`src/torque_cut_pkg.sv`:
```
// Purpose: shared constants for the dual channel torque cut monitor
// Assumes: 10 MHz system clock
// Notes:   indication configuration codes and timing counts
package torque_cut_pkg;
  localparam int unsigned CLK_HZ          = 10_000_000;
  // pulse tolerance of each safety channel, in microseconds
  localparam int unsigned PULSE_TOL_US    = 1000;
  // filter must outlast the tolerated pulse: whole cycles per microsecond, plus one cycle
  localparam int unsigned PULSE_TOL_CYC   = (PULSE_TOL_US * (CLK_HZ / 1_000_000)) + 1;
  // allowed skew between the two channels, in milliseconds
  localparam int unsigned SKEW_MS         = 200;
  localparam int unsigned SKEW_CYC        = SKEW_MS * (CLK_HZ / 1000);
  // indication configuration codes (2 bits)
  localparam logic [1:0]  CFG_NONE        = 2'h0;
  localparam logic [1:0]  CFG_FAULT_RUN   = 2'h1;
  localparam logic [1:0]  CFG_WARN_ALL    = 2'h2;
  localparam logic [1:0]  CFG_FAULT_ALL   = 2'h3;
  // interrupt status bit positions
  localparam int unsigned EV_A_LOSS       = 0;
  localparam int unsigned EV_B_LOSS       = 1;
  localparam int unsigned EV_BOTH_LOST    = 2;
  localparam int unsigned EV_START_BLOCK  = 3;
  localparam int unsigned EV_W            = 4;
  // register addresses (word index on a plain port)
  localparam logic [3:0]  ADDR_CTRL       = 4'h0;
  localparam logic [3:0]  ADDR_STATUS     = 4'h1;
  localparam logic [3:0]  ADDR_IRQ_STAT   = 4'h2;
  localparam logic [3:0]  ADDR_IRQ_MASK   = 4'h3;
  localparam logic [1:0]  CTRL_RST_CFG    = CFG_FAULT_ALL;
  localparam logic [EV_W-1:0] MASK_RST    = 4'h0;
endpackage

```
`src/safety_input_sync.sv`:
```
// Purpose: two stage synchroniser for one safety channel
// Assumes: input asynchronous to i_clk
// Notes:   first stage feeds only the second stage
`timescale 1ns/10ps
module safety_input_sync (
  // clock and reset
  input  wire logic i_clk,
  input  wire logic i_rst,
  // channel
  input  wire logic i_async,
  output logic      o_sync
);
  logic meta_reg;

  always_ff @(posedge i_clk) begin
    if (i_rst) begin
      meta_reg <= 1'b0;
      o_sync   <= 1'b0;
    end else begin
      meta_reg <= i_async;
      o_sync   <= meta_reg;
    end
  end
endmodule

```
`src/pulse_filter.sv`:
```
// Purpose: accept a level change only after it holds for a set time
// Assumes: input already synchronous
// Notes:   shorter pulses are ignored
`timescale 1ns/10ps
module pulse_filter #(
  parameter int unsigned HOLD_CYC = 10001
) (
  // clock and reset
  input  wire logic i_clk,
  input  wire logic i_rst,
  // channel
  input  wire logic i_level,
  output logic      o_level
);
  localparam int unsigned CW = $clog2(HOLD_CYC + 1);
  logic [CW-1:0] cnt_reg;

  always_ff @(posedge i_clk) begin
    if (i_rst) begin
      cnt_reg <= '0;
      o_level <= 1'b0;
    end else if (i_level == o_level) begin
      cnt_reg <= '0;
    end else if (cnt_reg == CW'(HOLD_CYC - 1)) begin
      cnt_reg <= '0;
      o_level <= i_level;
    end else begin
      cnt_reg <= cnt_reg + 1'b1;
    end
  end
endmodule

```
`src/torque_cut_monitor.sv`:
```
// Purpose: dual channel torque cut monitor with restart interlock
// Assumes: 10 MHz clock, synchronous active high reset
// Notes:   registers on a plain strobe port, read data one cycle later
//
// Behaviour
// - ignore input pulses up to 1 ms
// - de-energized inputs withdraw output stage enable
// - indications selected by config, loss and run
// - config never affects the torque cut
// - stop running; block start until restored, reset
// - single channel loss longer than the skew window raises a fault
// - fresh start command needed after restore
// - cut is immediate, motor coasts, no ramp
// - separate fault per lost channel
//
// The plain strobed port and the placing of the registers were chosen for this implementation.
`timescale 1ns/10ps
module torque_cut_monitor
  import torque_cut_pkg::*;
#(
  parameter int unsigned FILT_CYC = PULSE_TOL_CYC,
  parameter int unsigned SKEW_LIM = SKEW_CYC
) (
  // clock and reset
  input  wire logic        i_clk,
  input  wire logic        i_rst,
  // safety channels, high when energized
  input  wire logic        i_safety_input_a,
  input  wire logic        i_safety_input_b,
  // drive control
  input  wire logic        i_start_cmd,
  input  wire logic        i_stop_cmd,
  input  wire logic        i_fault_reset,
  // register port
  input  wire logic [3:0]  i_addr,
  input  wire logic [7:0]  i_wdata,
  input  wire logic        i_wr,
  input  wire logic        i_rd,
  output logic      [7:0]  o_rdata,
  // outputs
  output logic             o_drive_enable,
  output logic             o_running,
  output logic             o_channel_a_loss_fault,
  output logic             o_channel_b_loss_fault,
  output logic             o_torque_cut_fault,
  output logic             o_torque_cut_warning,
  output logic             o_irq
);
  typedef enum logic [2:0] {
    ST_STOPPED = 3'b001,
    ST_RUNNING = 3'b010,
    ST_WAIT    = 3'b100
  } run_state_e;

  run_state_e      state_reg;
  logic            sync_a;
  logic            sync_b;
  logic            filt_a;
  logic            filt_b;
  logic            filt_a_reg;
  logic            filt_b_reg;
  logic [1:0]      cfg_reg;
  logic [EV_W-1:0] irq_stat_reg;
  logic [EV_W-1:0] irq_mask_reg;
  logic [EV_W-1:0] ev;
  logic [$clog2(SKEW_LIM+1)-1:0] skew_reg;
  logic            both_ok;
  logic            one_lost;
  logic            all_lost;
  logic            fault_any;
  logic            a_fall;
  logic            b_fall;
  logic            loss_ev;
  logic            run_at_loss_reg;

  ////////////////////////////////////////////////////////////////////////////
  // input conditioning
  safety_input_sync u_sync_a (
    .i_clk   (i_clk),
    .i_rst   (i_rst),
    .i_async (i_safety_input_a),
    .o_sync  (sync_a)
  );
  safety_input_sync u_sync_b (
    .i_clk   (i_clk),
    .i_rst   (i_rst),
    .i_async (i_safety_input_b),
    .o_sync  (sync_b)
  );
  pulse_filter #(.HOLD_CYC(FILT_CYC)) u_filt_a (
    .i_clk   (i_clk),
    .i_rst   (i_rst),
    .i_level (sync_a),
    .o_level (filt_a)
  );
  pulse_filter #(.HOLD_CYC(FILT_CYC)) u_filt_b (
    .i_clk   (i_clk),
    .i_rst   (i_rst),
    .i_level (sync_b),
    .o_level (filt_b)
  );

  assign both_ok   = filt_a & filt_b;
  assign all_lost  = ~filt_a & ~filt_b;
  assign one_lost  = filt_a ^ filt_b;
  assign a_fall    = filt_a_reg & ~filt_a;
  assign b_fall    = filt_b_reg & ~filt_b;
  assign loss_ev   = (a_fall | b_fall) & all_lost;
  assign fault_any = o_channel_a_loss_fault | o_channel_b_loss_fault | o_torque_cut_fault;

  always_ff @(posedge i_clk) begin
    if (i_rst) begin
      filt_a_reg <= 1'b0;
      filt_b_reg <= 1'b0;
    end else begin
      filt_a_reg <= filt_a;
      filt_b_reg <= filt_b;
    end
  end

  ////////////////////////////////////////////////////////////////////////////
  // discrepancy timer: one channel alone off longer than the skew window
  // is a channel loss; the source is expected to keep within it
  always_ff @(posedge i_clk) begin
    if (i_rst || !one_lost) begin
      skew_reg <= '0;
    end else if (skew_reg != ($clog2(SKEW_LIM+1))'(SKEW_LIM)) begin
      skew_reg <= skew_reg + 1'b1;
    end
  end

  ////////////////////////////////////////////////////////////////////////////
  // channel faults, independent of cfg; set wins over reset
  always_ff @(posedge i_clk) begin
    if (i_rst) begin
      o_channel_a_loss_fault <= 1'b0;
      o_channel_b_loss_fault <= 1'b0;
    end else begin
      if (one_lost && !filt_a && skew_reg == ($clog2(SKEW_LIM+1))'(SKEW_LIM)) begin
        o_channel_a_loss_fault <= 1'b1;
      end else if (i_fault_reset && both_ok) begin
        o_channel_a_loss_fault <= 1'b0;
      end
      if (one_lost && !filt_b && skew_reg == ($clog2(SKEW_LIM+1))'(SKEW_LIM)) begin
        o_channel_b_loss_fault <= 1'b1;
      end else if (i_fault_reset && both_ok) begin
        o_channel_b_loss_fault <= 1'b0;
      end
    end
  end

  ////////////////////////////////////////////////////////////////////////////
  // run state frozen at the first channel drop; the state itself has left
  // running by the time the second channel follows
  always_ff @(posedge i_clk) begin
    if (i_rst) begin
      run_at_loss_reg <= 1'b0;
    end else if (both_ok) begin
      run_at_loss_reg <= (state_reg == ST_RUNNING);
    end
  end

  ////////////////////////////////////////////////////////////////////////////
  // configurable indications: fault on loss of both channels, warning while either channel is lost
  always_ff @(posedge i_clk) begin
    if (i_rst) begin
      o_torque_cut_fault   <= 1'b0;
      o_torque_cut_warning <= 1'b0;
    end else begin
      if (loss_ev && (cfg_reg == CFG_FAULT_ALL ||
                      (cfg_reg == CFG_FAULT_RUN && run_at_loss_reg))) begin
        o_torque_cut_fault <= 1'b1;
      end else if (i_fault_reset && both_ok) begin
        o_torque_cut_fault <= 1'b0;
      end
      if (!both_ok && (cfg_reg == CFG_WARN_ALL ||
                       (cfg_reg == CFG_FAULT_RUN && !run_at_loss_reg))) begin
        o_torque_cut_warning <= 1'b1;
      end else begin
        o_torque_cut_warning <= 1'b0;
      end
    end
  end

  ////////////////////////////////////////////////////////////////////////////
  // run state and output stage enable
  always_ff @(posedge i_clk) begin
    if (i_rst) begin
      state_reg <= ST_STOPPED;
    end else begin
      case (state_reg)
        ST_STOPPED: begin
          if (!both_ok) begin
            state_reg <= ST_WAIT;
          end else if (i_start_cmd && !fault_any) begin
            state_reg <= ST_RUNNING;
          end
        end
        ST_RUNNING: begin
          if (!both_ok) begin
            state_reg <= ST_WAIT;
          end else if (i_stop_cmd) begin
            state_reg <= ST_STOPPED;
          end
        end
        ST_WAIT: begin
          // a start held over the restore is not a fresh one
          if (both_ok && !fault_any && !i_start_cmd) begin
            state_reg <= ST_STOPPED;
          end
        end
        default: state_reg <= ST_WAIT;
      endcase
    end
  end

  // enable drops one cycle after the filtered inputs fall; no ramp and
  // cfg plays no part
  always_ff @(posedge i_clk) begin
    if (i_rst) begin
      o_drive_enable <= 1'b0;
      o_running      <= 1'b0;
    end else begin
      o_drive_enable <= both_ok && (state_reg == ST_RUNNING ||
                        (state_reg == ST_STOPPED && i_start_cmd && !fault_any));
      o_running      <= both_ok && state_reg == ST_RUNNING;
    end
  end

  ////////////////////////////////////////////////////////////////////////////
  // interrupts: sticky status cleared by read, set wins
  always_comb begin
    ev                 = '0;
    ev[EV_A_LOSS]      = a_fall & filt_b;
    ev[EV_B_LOSS]      = b_fall & filt_a;
    ev[EV_BOTH_LOST]   = loss_ev;
    ev[EV_START_BLOCK] = i_start_cmd & (state_reg == ST_WAIT);
  end

  always_ff @(posedge i_clk) begin
    if (i_rst) begin
      irq_stat_reg <= '0;
    end else if (i_rd && i_addr == ADDR_IRQ_STAT) begin
      irq_stat_reg <= ev;
    end else begin
      irq_stat_reg <= irq_stat_reg | ev;
    end
  end

  always_ff @(posedge i_clk) begin
    if (i_rst) begin
      o_irq <= 1'b0;
    end else begin
      o_irq <= |(irq_stat_reg & irq_mask_reg);
    end
  end

  ////////////////////////////////////////////////////////////////////////////
  // register port
  always_ff @(posedge i_clk) begin
    if (i_rst) begin
      cfg_reg      <= CTRL_RST_CFG;
      irq_mask_reg <= MASK_RST;
    end else if (i_wr) begin
      if (i_addr == ADDR_CTRL) begin
        cfg_reg <= i_wdata[1:0];
      end
      if (i_addr == ADDR_IRQ_MASK) begin
        irq_mask_reg <= i_wdata[EV_W-1:0];
      end
    end
  end

  always_ff @(posedge i_clk) begin
    if (i_rst) begin
      o_rdata <= 8'h00;
    end else if (i_rd) begin
      case (i_addr)
        ADDR_CTRL:     o_rdata <= {6'h00, cfg_reg};
        ADDR_STATUS:   o_rdata <= {filt_b, filt_a, state_reg, o_torque_cut_fault,
                                   o_channel_b_loss_fault, o_channel_a_loss_fault};
        ADDR_IRQ_STAT: o_rdata <= {4'h0, irq_stat_reg};
        ADDR_IRQ_MASK: o_rdata <= {4'h0, irq_mask_reg};
        default:       o_rdata <= 8'h00;
      endcase
    end else begin
      o_rdata <= 8'h00;
    end
  end
endmodule

```
`config.mk`:
```
export PLATFORM = sky130hd
export DESIGN_NAME = torque_cut_monitor
export DESIGN_NICKNAME = d
export VERILOG_FILES = /design/src/torque_cut_pkg.sv /design/src/safety_input_sync.sv /design/src/pulse_filter.sv /design/src/torque_cut_monitor.sv
export SDC_FILE = /design/constraint.sdc
export NUM_CORES = 1
export LEC_CHECK = 0
export CORE_MARGIN = 8
export CORE_UTILIZATION = 55
export CTS_CLUSTER_SIZE = 24
export DETAILED_ROUTE_END_ITERATION = 12
export DONT_BUFFER_PORTS = 1
export PLACE_DENSITY_LB_ADDON = 0.2
export SYNTH_ARGS = -nofsm -noshare
export SYNTH_HDL_FRONTEND = slang
export SYNTH_HIERARCHICAL = 1
export SYNTH_SLANG_ARGS = --single-unit
```
`constraint.sdc`:
```
create_clock -name i_clk -period 2.25 [get_ports i_clk]
set_input_delay 0.1125 -clock i_clk [delete_from_list [all_inputs] [get_ports i_clk]]
set_output_delay 0.1125 -clock i_clk [all_outputs]
set_load 0.01 [all_outputs]
```
# Word level (Yosys, flattened, before mapping)
# Index checks and enable logic that the tools add are counted.
[op_classes]
n_addsub = 3
multipliers = 0
div = 0
magnitude_cmp = 0
n_eq_ne = 18
shift = 0
n_mux = 13
bitwise_logic = 19
n_reduce_logical = 41
[ops]
columns = ["operator", "count"]
rows = [
  ["one-hot mux 8 bit (4 select lines)", 1],
  ["adder 14 x 1 -> 14 bit (second input constant)", 2],
  ["== test 14 bit (second input constant)", 2],
  ["adder 21 x 1 -> 21 bit (second input constant)", 1],
  ["== test 21 bit (second input constant)", 1],
  ["inequality test 21 bit (second input constant)", 1],
  ["logical AND 1 bit", 17],
  ["2-to-1 mux 3 bit", 5],
  ["one-hot mux 3 bit (3 select lines)", 1],
  ["bitwise AND 1 bit", 8],
  ["== test 4 x 2 -> 1 bit (second input constant)", 2],
  ["AND reduction 2 bit", 4],
  ["zero test 1 bit", 7],
  ["inequality test 3 bit (second input constant)", 2],
  ["nonzero test 2 bit", 3],
  ["OR reduction 3 bit", 2],
  ["2-to-1 mux 1 bit", 5],
  ["NOT 1 bit", 5],
  ["bitwise AND 4 bit", 1],
  ["== test 2 bit (second input constant)", 2],
  ["== test 4 x 1 -> 1 bit (second input constant)", 1],
  ["zero test 4 bit", 1],
  ["logical OR 1 bit", 4],
  ["2-to-1 mux 4 bit", 1],
  ["other kinds (12)", 15],
]
[totals]
reg_bits = 86
latchBits = 0
ramBits = 0
mem_bits_ro = 0
in_bits = 21
memories = 0

# Logic depth before layout (Yosys ltp)
# Gate-level depths: netlist of run 1.
[depth]
word_depth = 7
depth_mapped = 8
depth_no_buf = 6

# Hierarchy
# The synthesis of run 1 kept the hierarchy.
[by_module_without_submodules]
columns = ["mod", "n_inst", "cells_per_inst", "area_each_um2"]
rows = [
  ["torque_cut_monitor", 1, 260, 2316.0],
  ["pulse_filter", 2, 77, 686.9],
  ["safety_input_sync", 2, 4, 52.6],
]

# Worst setup path before layout of run 1
# OpenSTA, ideal clock, no wires.
[synth_timing]
path_type = "register -> register"
start = "register skew_reg[6]"
end = "register skew_reg[19]"
setup_time_ns = 0.070
t_arrival_ns = 1.748
required_ns = 2.180
path_slack_ns = 0.432
stages_incl_launch_ff = 6
synth_period_minus_slack_ns = 1.818
path_cell_list = "dfxtp_1 nand4_2 or4_1 buf_2 or4_1 a21oi_1"
[synth_between]
elab_chain_cells = 1
[synth_rtl]
columns = ["item", "line", "rtl"]
rows = [
  ["from (decl)", "torque_cut_monitor.sv:66", "logic [$clog2(SKEW_LIM+1)-1:0] skew_reg;"],
  ["from (signal assigned)", "torque_cut_monitor.sv:128", "skew_reg <= skew_reg + 1'b1;"],
  ["adder 21 x 1 -> 21 bit or inequality test 21 bit (tied branches)", "torque_cut_monitor.sv:128, torque_cut_monitor.sv:127", ""],
]
# Several ways; a longest one is shown, not always the timed one.
# A chain may end at the register's enable or synchronous reset.

# Worst setup path in the final report of run 1
# Same ends and word-level chain as after synthesis.

==> flow_summary_export.csv, run 1 <==
group,metric,value,unit
global_routing,grt_max_degree,30,
cts,clock-sinks,86,
logic_synthesis,ys.flop_type,"dfxtp_1",
critical_path,arrival,2280,ps
logic_synthesis,avgSynthCellArea,8.99,µm²
global_routing,grt_first_pass_wirelength,12400,µm
power_and_ir_drop,power_frac_clock,0.400,
placement,hpwl,4840,µm
cts,cts-root-buf,"clkbuf_8",
worst_hold_path,worstHoldStart,"i_addr[0]",
global_routing,grt_use_total,0.153,
critical_path,worst_ep_required_time,2530,ps
finish,final_core_util,0.617,
cts,cts_buffer_depth,2,
critical_path,path_max_fanout,7,
logic_synthesis,syn_nets,453,
detailed_routing,wirelength,7170,µm
timing,tns,0,ps
power_and_ir_drop,swShare,0.211,
detailed_routing,vias,2889,
logic_synthesis,synth_most_common_cell,"dfxtp_1",
logic_synthesis,ys_seq_area_frac,0.454,
timing,holdWs,21.2,ps
cts,ctsResizeCount,0,
timing,clock_skew,8.77,ps
placement,gp_congestion,0.820,
logic_synthesis,yosys-top-cells-count,"86 x dfxtp_1, 65 x nor2_1, 26 x nand2_1",
logic_synthesis,yosysTopAreaCell,"dfxtp_1",
detailed_routing,drt-pass1-iter-count,6,
detailed_routing,ant_nets,0,
cts,worstSkewPairLatency,340,ps
timing,final_hold_viol_count,0,
global_routing,overflow,0,
floorplan,initial_core_util,0.565,
run,maxCapViolCount,0,
logic_synthesis,yosysTopAreaCellShare,0.454,
floorplan,core,6720,µm²
power_and_ir_drop,combPwrFrac,0.025,
cts,cts_htree_levels,3,
critical_path,critPathLaunch,"skew_reg[6]",
power_and_ir_drop,power_switching,564,µW
critical_path,r2r-start,"skew_reg[6]",
timing,slew_headroom,0.349,
timing,tightest_slew,973,ps
detailed_routing,drt_iter0_drc,146,
placement,port_buffers,0,
floorplan,die_h,99.1,µm
timing,grt_setup_unrepaired,"false",
logic_synthesis,asyncSetResetFlopFracSynth,0,
logic_synthesis,syn_inst,422,
floorplan,die-area,9810,µm²
worst_hold_path,min_path_type,"input pin to flip-flop",
logic_synthesis,yosys-top-cells-area,"dfxtp_1 45%, nor2_1 6.4%, xnor2_1 5.8%, mux2i_1 3.7%, ha_1 3.3%",
power_and_ir_drop,p_total,2.67,mW
global_routing,antenna_found_initial,0,
power_and_ir_drop,seqPwrFrac,0.575,
timing,period_share,0.888,
timing,fin_crit,2000,ps
power_and_ir_drop,powerDensity,645,nW/µm²
timing,maxSlewViolCount,0,
finish,antenna_cells,0,
logic_synthesis,yosysWarnings,6,
timing,fin_ws,252,ps
outcome,outcome,"finished clean",
power_and_ir_drop,peakVddDrop,0.330,mV
global_routing,grt_pass1_vias,2662,
placement,pre_cts_ws,260,ps
cts,clk_pin_slew,80,ps
detailed_routing,viasPerCell,5.56,
detailed_routing,drcViolationCount,0,
power_and_ir_drop,intPower,2.11,mW
power_and_ir_drop,p_leak,1.34,nW
floorplan,rows,30,
finish,syn_to_final_growth,9.26,%
critical_path,cp-end-kind,"flip-flop",
logic_synthesis,synth_seq_cells,86,
finish,layout.nets,466,
detailed_routing,wire_per_inst,13.8,µm
finish,drive_gt1_frac,0.0545,
timing,setup_viol,0,
floorplan,num_io_pins,36,
logic_synthesis,syn_area,3790,µm²
cts,cts_buffers,9,
finish,largest_reg_flops,21,
critical_path,critical_path_class,"flip-flop to flip-flop",
floorplan,die-width,99.1,µm
logic_synthesis,ys_types,44,
cts,cts_tree,"done",
timing,fmax,501,MHz
logic_synthesis,synth_edf_count,0,
critical_path,startpoint_type,"flip-flop",
-- logic make-up (layout without fill, tap and decap cells) --
family | Yosys count | after routing | synth area share
and+or+nand+nor | 203 | 203 | 0.280
DFF | 86 | 86 | 0.454
AOI/OAI and AO/OA | 40 | 40 | 0.0656
xor gates and xnor gates | 36 | 36 | 0.0831
buffers and inverters | 31 | 49 | 0.0419
muxes | 16 | 16 | 0.0429
adders and majority gates | 10 | 10 | 0.0330
-- power by group through the flow --
| stage | clock [mW] | sequential [mW] | combinational (mW) |
|---|---|---|---|
| floorplan | 0 | 1.57 | 0.0468 |
| global placement | 0 | 1.57 | 0.0392 |
| detailed placement | 0 | 1.57 | 0.0398 |
| CTS | 1.10 | 1.54 | 0.0633 |
| global route | 1.18 | 1.54 | 0.0744 |
| finish | 1.07 | 1.54 | 0.0668 |
-- final timing paths --
check                           cells past startpoint  slack [ps]         endpoint
worst min-delay path                                3          20       o_rdata[1]
worst max-delay path                                4         250     skew_reg[19]
worst max register to register                      4         250     skew_reg[19]
worst min register to register                      1         450  u_sync_a/o_sync
-- timing repair --
action / CTS / global route
endpoints found under the hold margin: 33 / 2
hold buffers: 11 / 2
buffers inserted: 0 / 0
-- per-layer routing --
metal	track usage	routed length (µm)
met1	0.188	3360
met2	0.246	3360
met3	0.0529	370
met4	0.0419	72
met5	0	0
-- worst max-delay path, cell delays in order, from the launching register on --
cell and delay, ps:
dfxtp_1 450, nand4_2 130, or4_1 700, or4_1 520, a21oi_1 140
-- cell type report --
type,instances,area [µm²]
clock buffer,11,141
clock inverter,5,56.3
fill,593,2570
inverter,18,67.6
multi-input combinational,305,1910
sequential,86,1720
tap,80,100
timing repair buffer,15,145
-- cell usage in the layout, fill, tap and decap left out, drive strengths merged, types with 3 or more instances in the layout --
master       netlist  routed
a21oi             12      12
a22oi              6       6
a31oi              3       3
and2               5       5
and4               3       3
clkbuf             5      11
dfxtp             86      86
dlygate4sd3        0      13
ha                10      10
inv               18      19
mux2i             14      14
nand2             26      26
nand2b             8       8
nand3             22      22
nand3b             6       6
nand4              7       7
nor2              65      65
nor2b             14      14
nor3              12      12
nor4              12      12
o21ai             10      10
or3                9       9
or4                4       4
or4b               4       4
xnor2             25      25
xor2              11      11
-- stage by stage --
stage	cells	area [µm²]
after floorplan	422	3790
after global placement	491	3820
after detailed placement	491	3820
after CTS	518	4130
after global routing	520	4150
final	520	4150
No activity file was read; power rests on OpenSTA's default activity.
==> inputs of run 2 (changes only) <==
Settings changed: GPL_ROUTABILITY_DRIVEN set to 0, MAX_ROUTING_LAYER set to met4, SKIP_CTS_REPAIR_TIMING set to 1.
==> flow_summary_export.csv, run 2 (synthesis gave the netlist of run 1 again) <==
group,metric,value,unit
critical_path,cp_cell_sequence,"nand4_2 -> or4_1 -> or4_1 -> a21oi_1",
floorplan,rows,30,
finish,final_core_util,0.614,
critical_path,path_buf_inv,0,
power_and_ir_drop,power_switching,565,µW
floorplan,core,6720,µm²
timing,slew_headroom,0.344,
critical_path,crit_slowest_cell,"or4_1",
floorplan,num_io_pins,36,
detailed_routing,wire_per_inst,13.8,µm
detailed_routing,drt-pass1-iter-count,4,
cts,cts_tree,"done",
timing,maxSlewViolCount,0,
cts,cts_buffer_depth,2,
detailed_routing,vias,2883,
critical_path,critical_path_class,"flip-flop to flip-flop",
worst_hold_path,min_path_type,"input pin to flip-flop",
timing,grt_setup_unrepaired,"false",
run,maxCapViolCount,0,
outcome,outcome,"finished clean",
finish,final_cell_mix,"86 x dfxtp_1, 65 x nor2_1, 26 x nand2_1, 25 x xnor2_1, 22 x nand3_1",
finish,drive_gt1_frac,0.0548,
critical_path,cp-end-kind,"flip-flop",
cts,cts_buffers,9,
critical_path,path_max_fanout,7,
global_routing,grt_first_pass_wirelength,12100,µm
floorplan,die-area,9810,µm²
timing,tightest_slew,980,ps
critical_path,cp_slowest_stage_delay,700,ps
detailed_routing,drt_iter0_drc,76,
detailed_routing,ant_nets,0,
critical_path,worst_ep_required_time,2530,ps
finish,antenna_cells,0,
global_routing,overflow,0,
finish,fill_cells,595,
cts,cts-root-buf,"clkbuf_8",
timing,tns,0,ps
cts,clk_pin_slew,80,ps
timing,final_hold_viol_count,0,
global_routing,grt_max_degree,35,
detailed_routing,drcViolationCount,0,
global_routing,grt_pass1_vias,2627,
global_routing,antenna_found_initial,0,
timing,fin_crit,2000,ps
floorplan,initial_core_util,0.565,
floorplan,die_h,99.1,µm
cts,cts_htree_levels,3,
critical_path,crit_family,"simple AND/OR/NAND/NOR gates",
power_and_ir_drop,seqPwrFrac,0.576,
power_and_ir_drop,intPower,2.11,mW
global_routing,grt_use_total,0.153,
finish,syn_to_final_growth,8.74,%
timing,clock_skew,8.78,ps
power_and_ir_drop,swShare,0.211,
power_and_ir_drop,p_leak,1.34,nW
power_and_ir_drop,peakVddDrop,0.333,mV
critical_path,crit_path_frequent_cell,"or4_1",
critical_path,arrival,2280,ps
floorplan,die-width,99.1,µm
critical_path,startpoint_type,"flip-flop",
finish,layout.nets,464,
timing,fmax,501,MHz
detailed_routing,wirelength,7150,µm
timing,period_share,0.888,
cts,clock-sinks,86,
finish,postLayoutCellArea,4130,µm²
timing,setup_viol,0,
detailed_routing,viasPerCell,5.57,
placement,place_area,3820,µm²
finish,final_common_cell,"dfxtp_1",
placement,hpwl,4840,µm
cts,worstSkewPairLatency,340,ps
timing,holdWs,10.1,ps
placement,port_buffers,0,
power_and_ir_drop,combPwrFrac,0.024,
power_and_ir_drop,powerDensity,648,nW/µm²
power_and_ir_drop,power_frac_clock,0.401,
finish,largest_reg_flops,21,
run 2: cell types whose count changed in the layout (fill, tap and decap cells not counted):
cell	before	now
dlygate4sd3_1	13	11
run 2: final cells by class:
class,instances,area (µm²),area share
Multi-Input combinational cell,305,1910,0.464
Tap cell,80,100,0.0243
Inverter,18,67.6,0.0164
Sequential cell,86,1720,0.417
Clock buffer,11,141,0.0343
Clock inverter,5,56.3,0.0136
Timing Repair Buffer,13,125,0.0303
run 2: stage by stage:
step	worst slack [ps]	std cells	total power, mW
after floorplan	432	422	1.62
after global placement	300	491	1.61
after detailed placement	260	491	1.61
after CTS	238	507	2.68
after global routing	127	518	2.79
final	253	518	2.67
run 2: path summary, 6_finish.rpt:
check                                  startpoint               to  slack (ps)  depth (start not counted)
worst max register to register        skew_reg[6]     skew_reg[19]         250                          4
worst min register to register  u_sync_b/meta_reg  u_sync_b/o_sync         440                          1
worst max-delay path                  skew_reg[6]     skew_reg[19]         250                          4
worst min-delay path                         i_rd       o_rdata[1]          10                          2
run 2: routing by layer:
metal  track usage  share of wire
met1         0.179           0.47
met2         0.242           0.46
met3        0.0543          0.051
met4        0.0442          0.012
met5             -              0
run 2: power groups by stage:
stage	logic (mW)	clock network, mW	registers, mW
2_1_floorplan	0.0468	0	1.57
3_3_place_gp	0.0392	0	1.57
3_5_place_dp	0.0398	0	1.57
4_1_cts	0.0401	1.10	1.54
5_1_grt	0.0701	1.18	1.54
6_report	0.0631	1.07	1.54
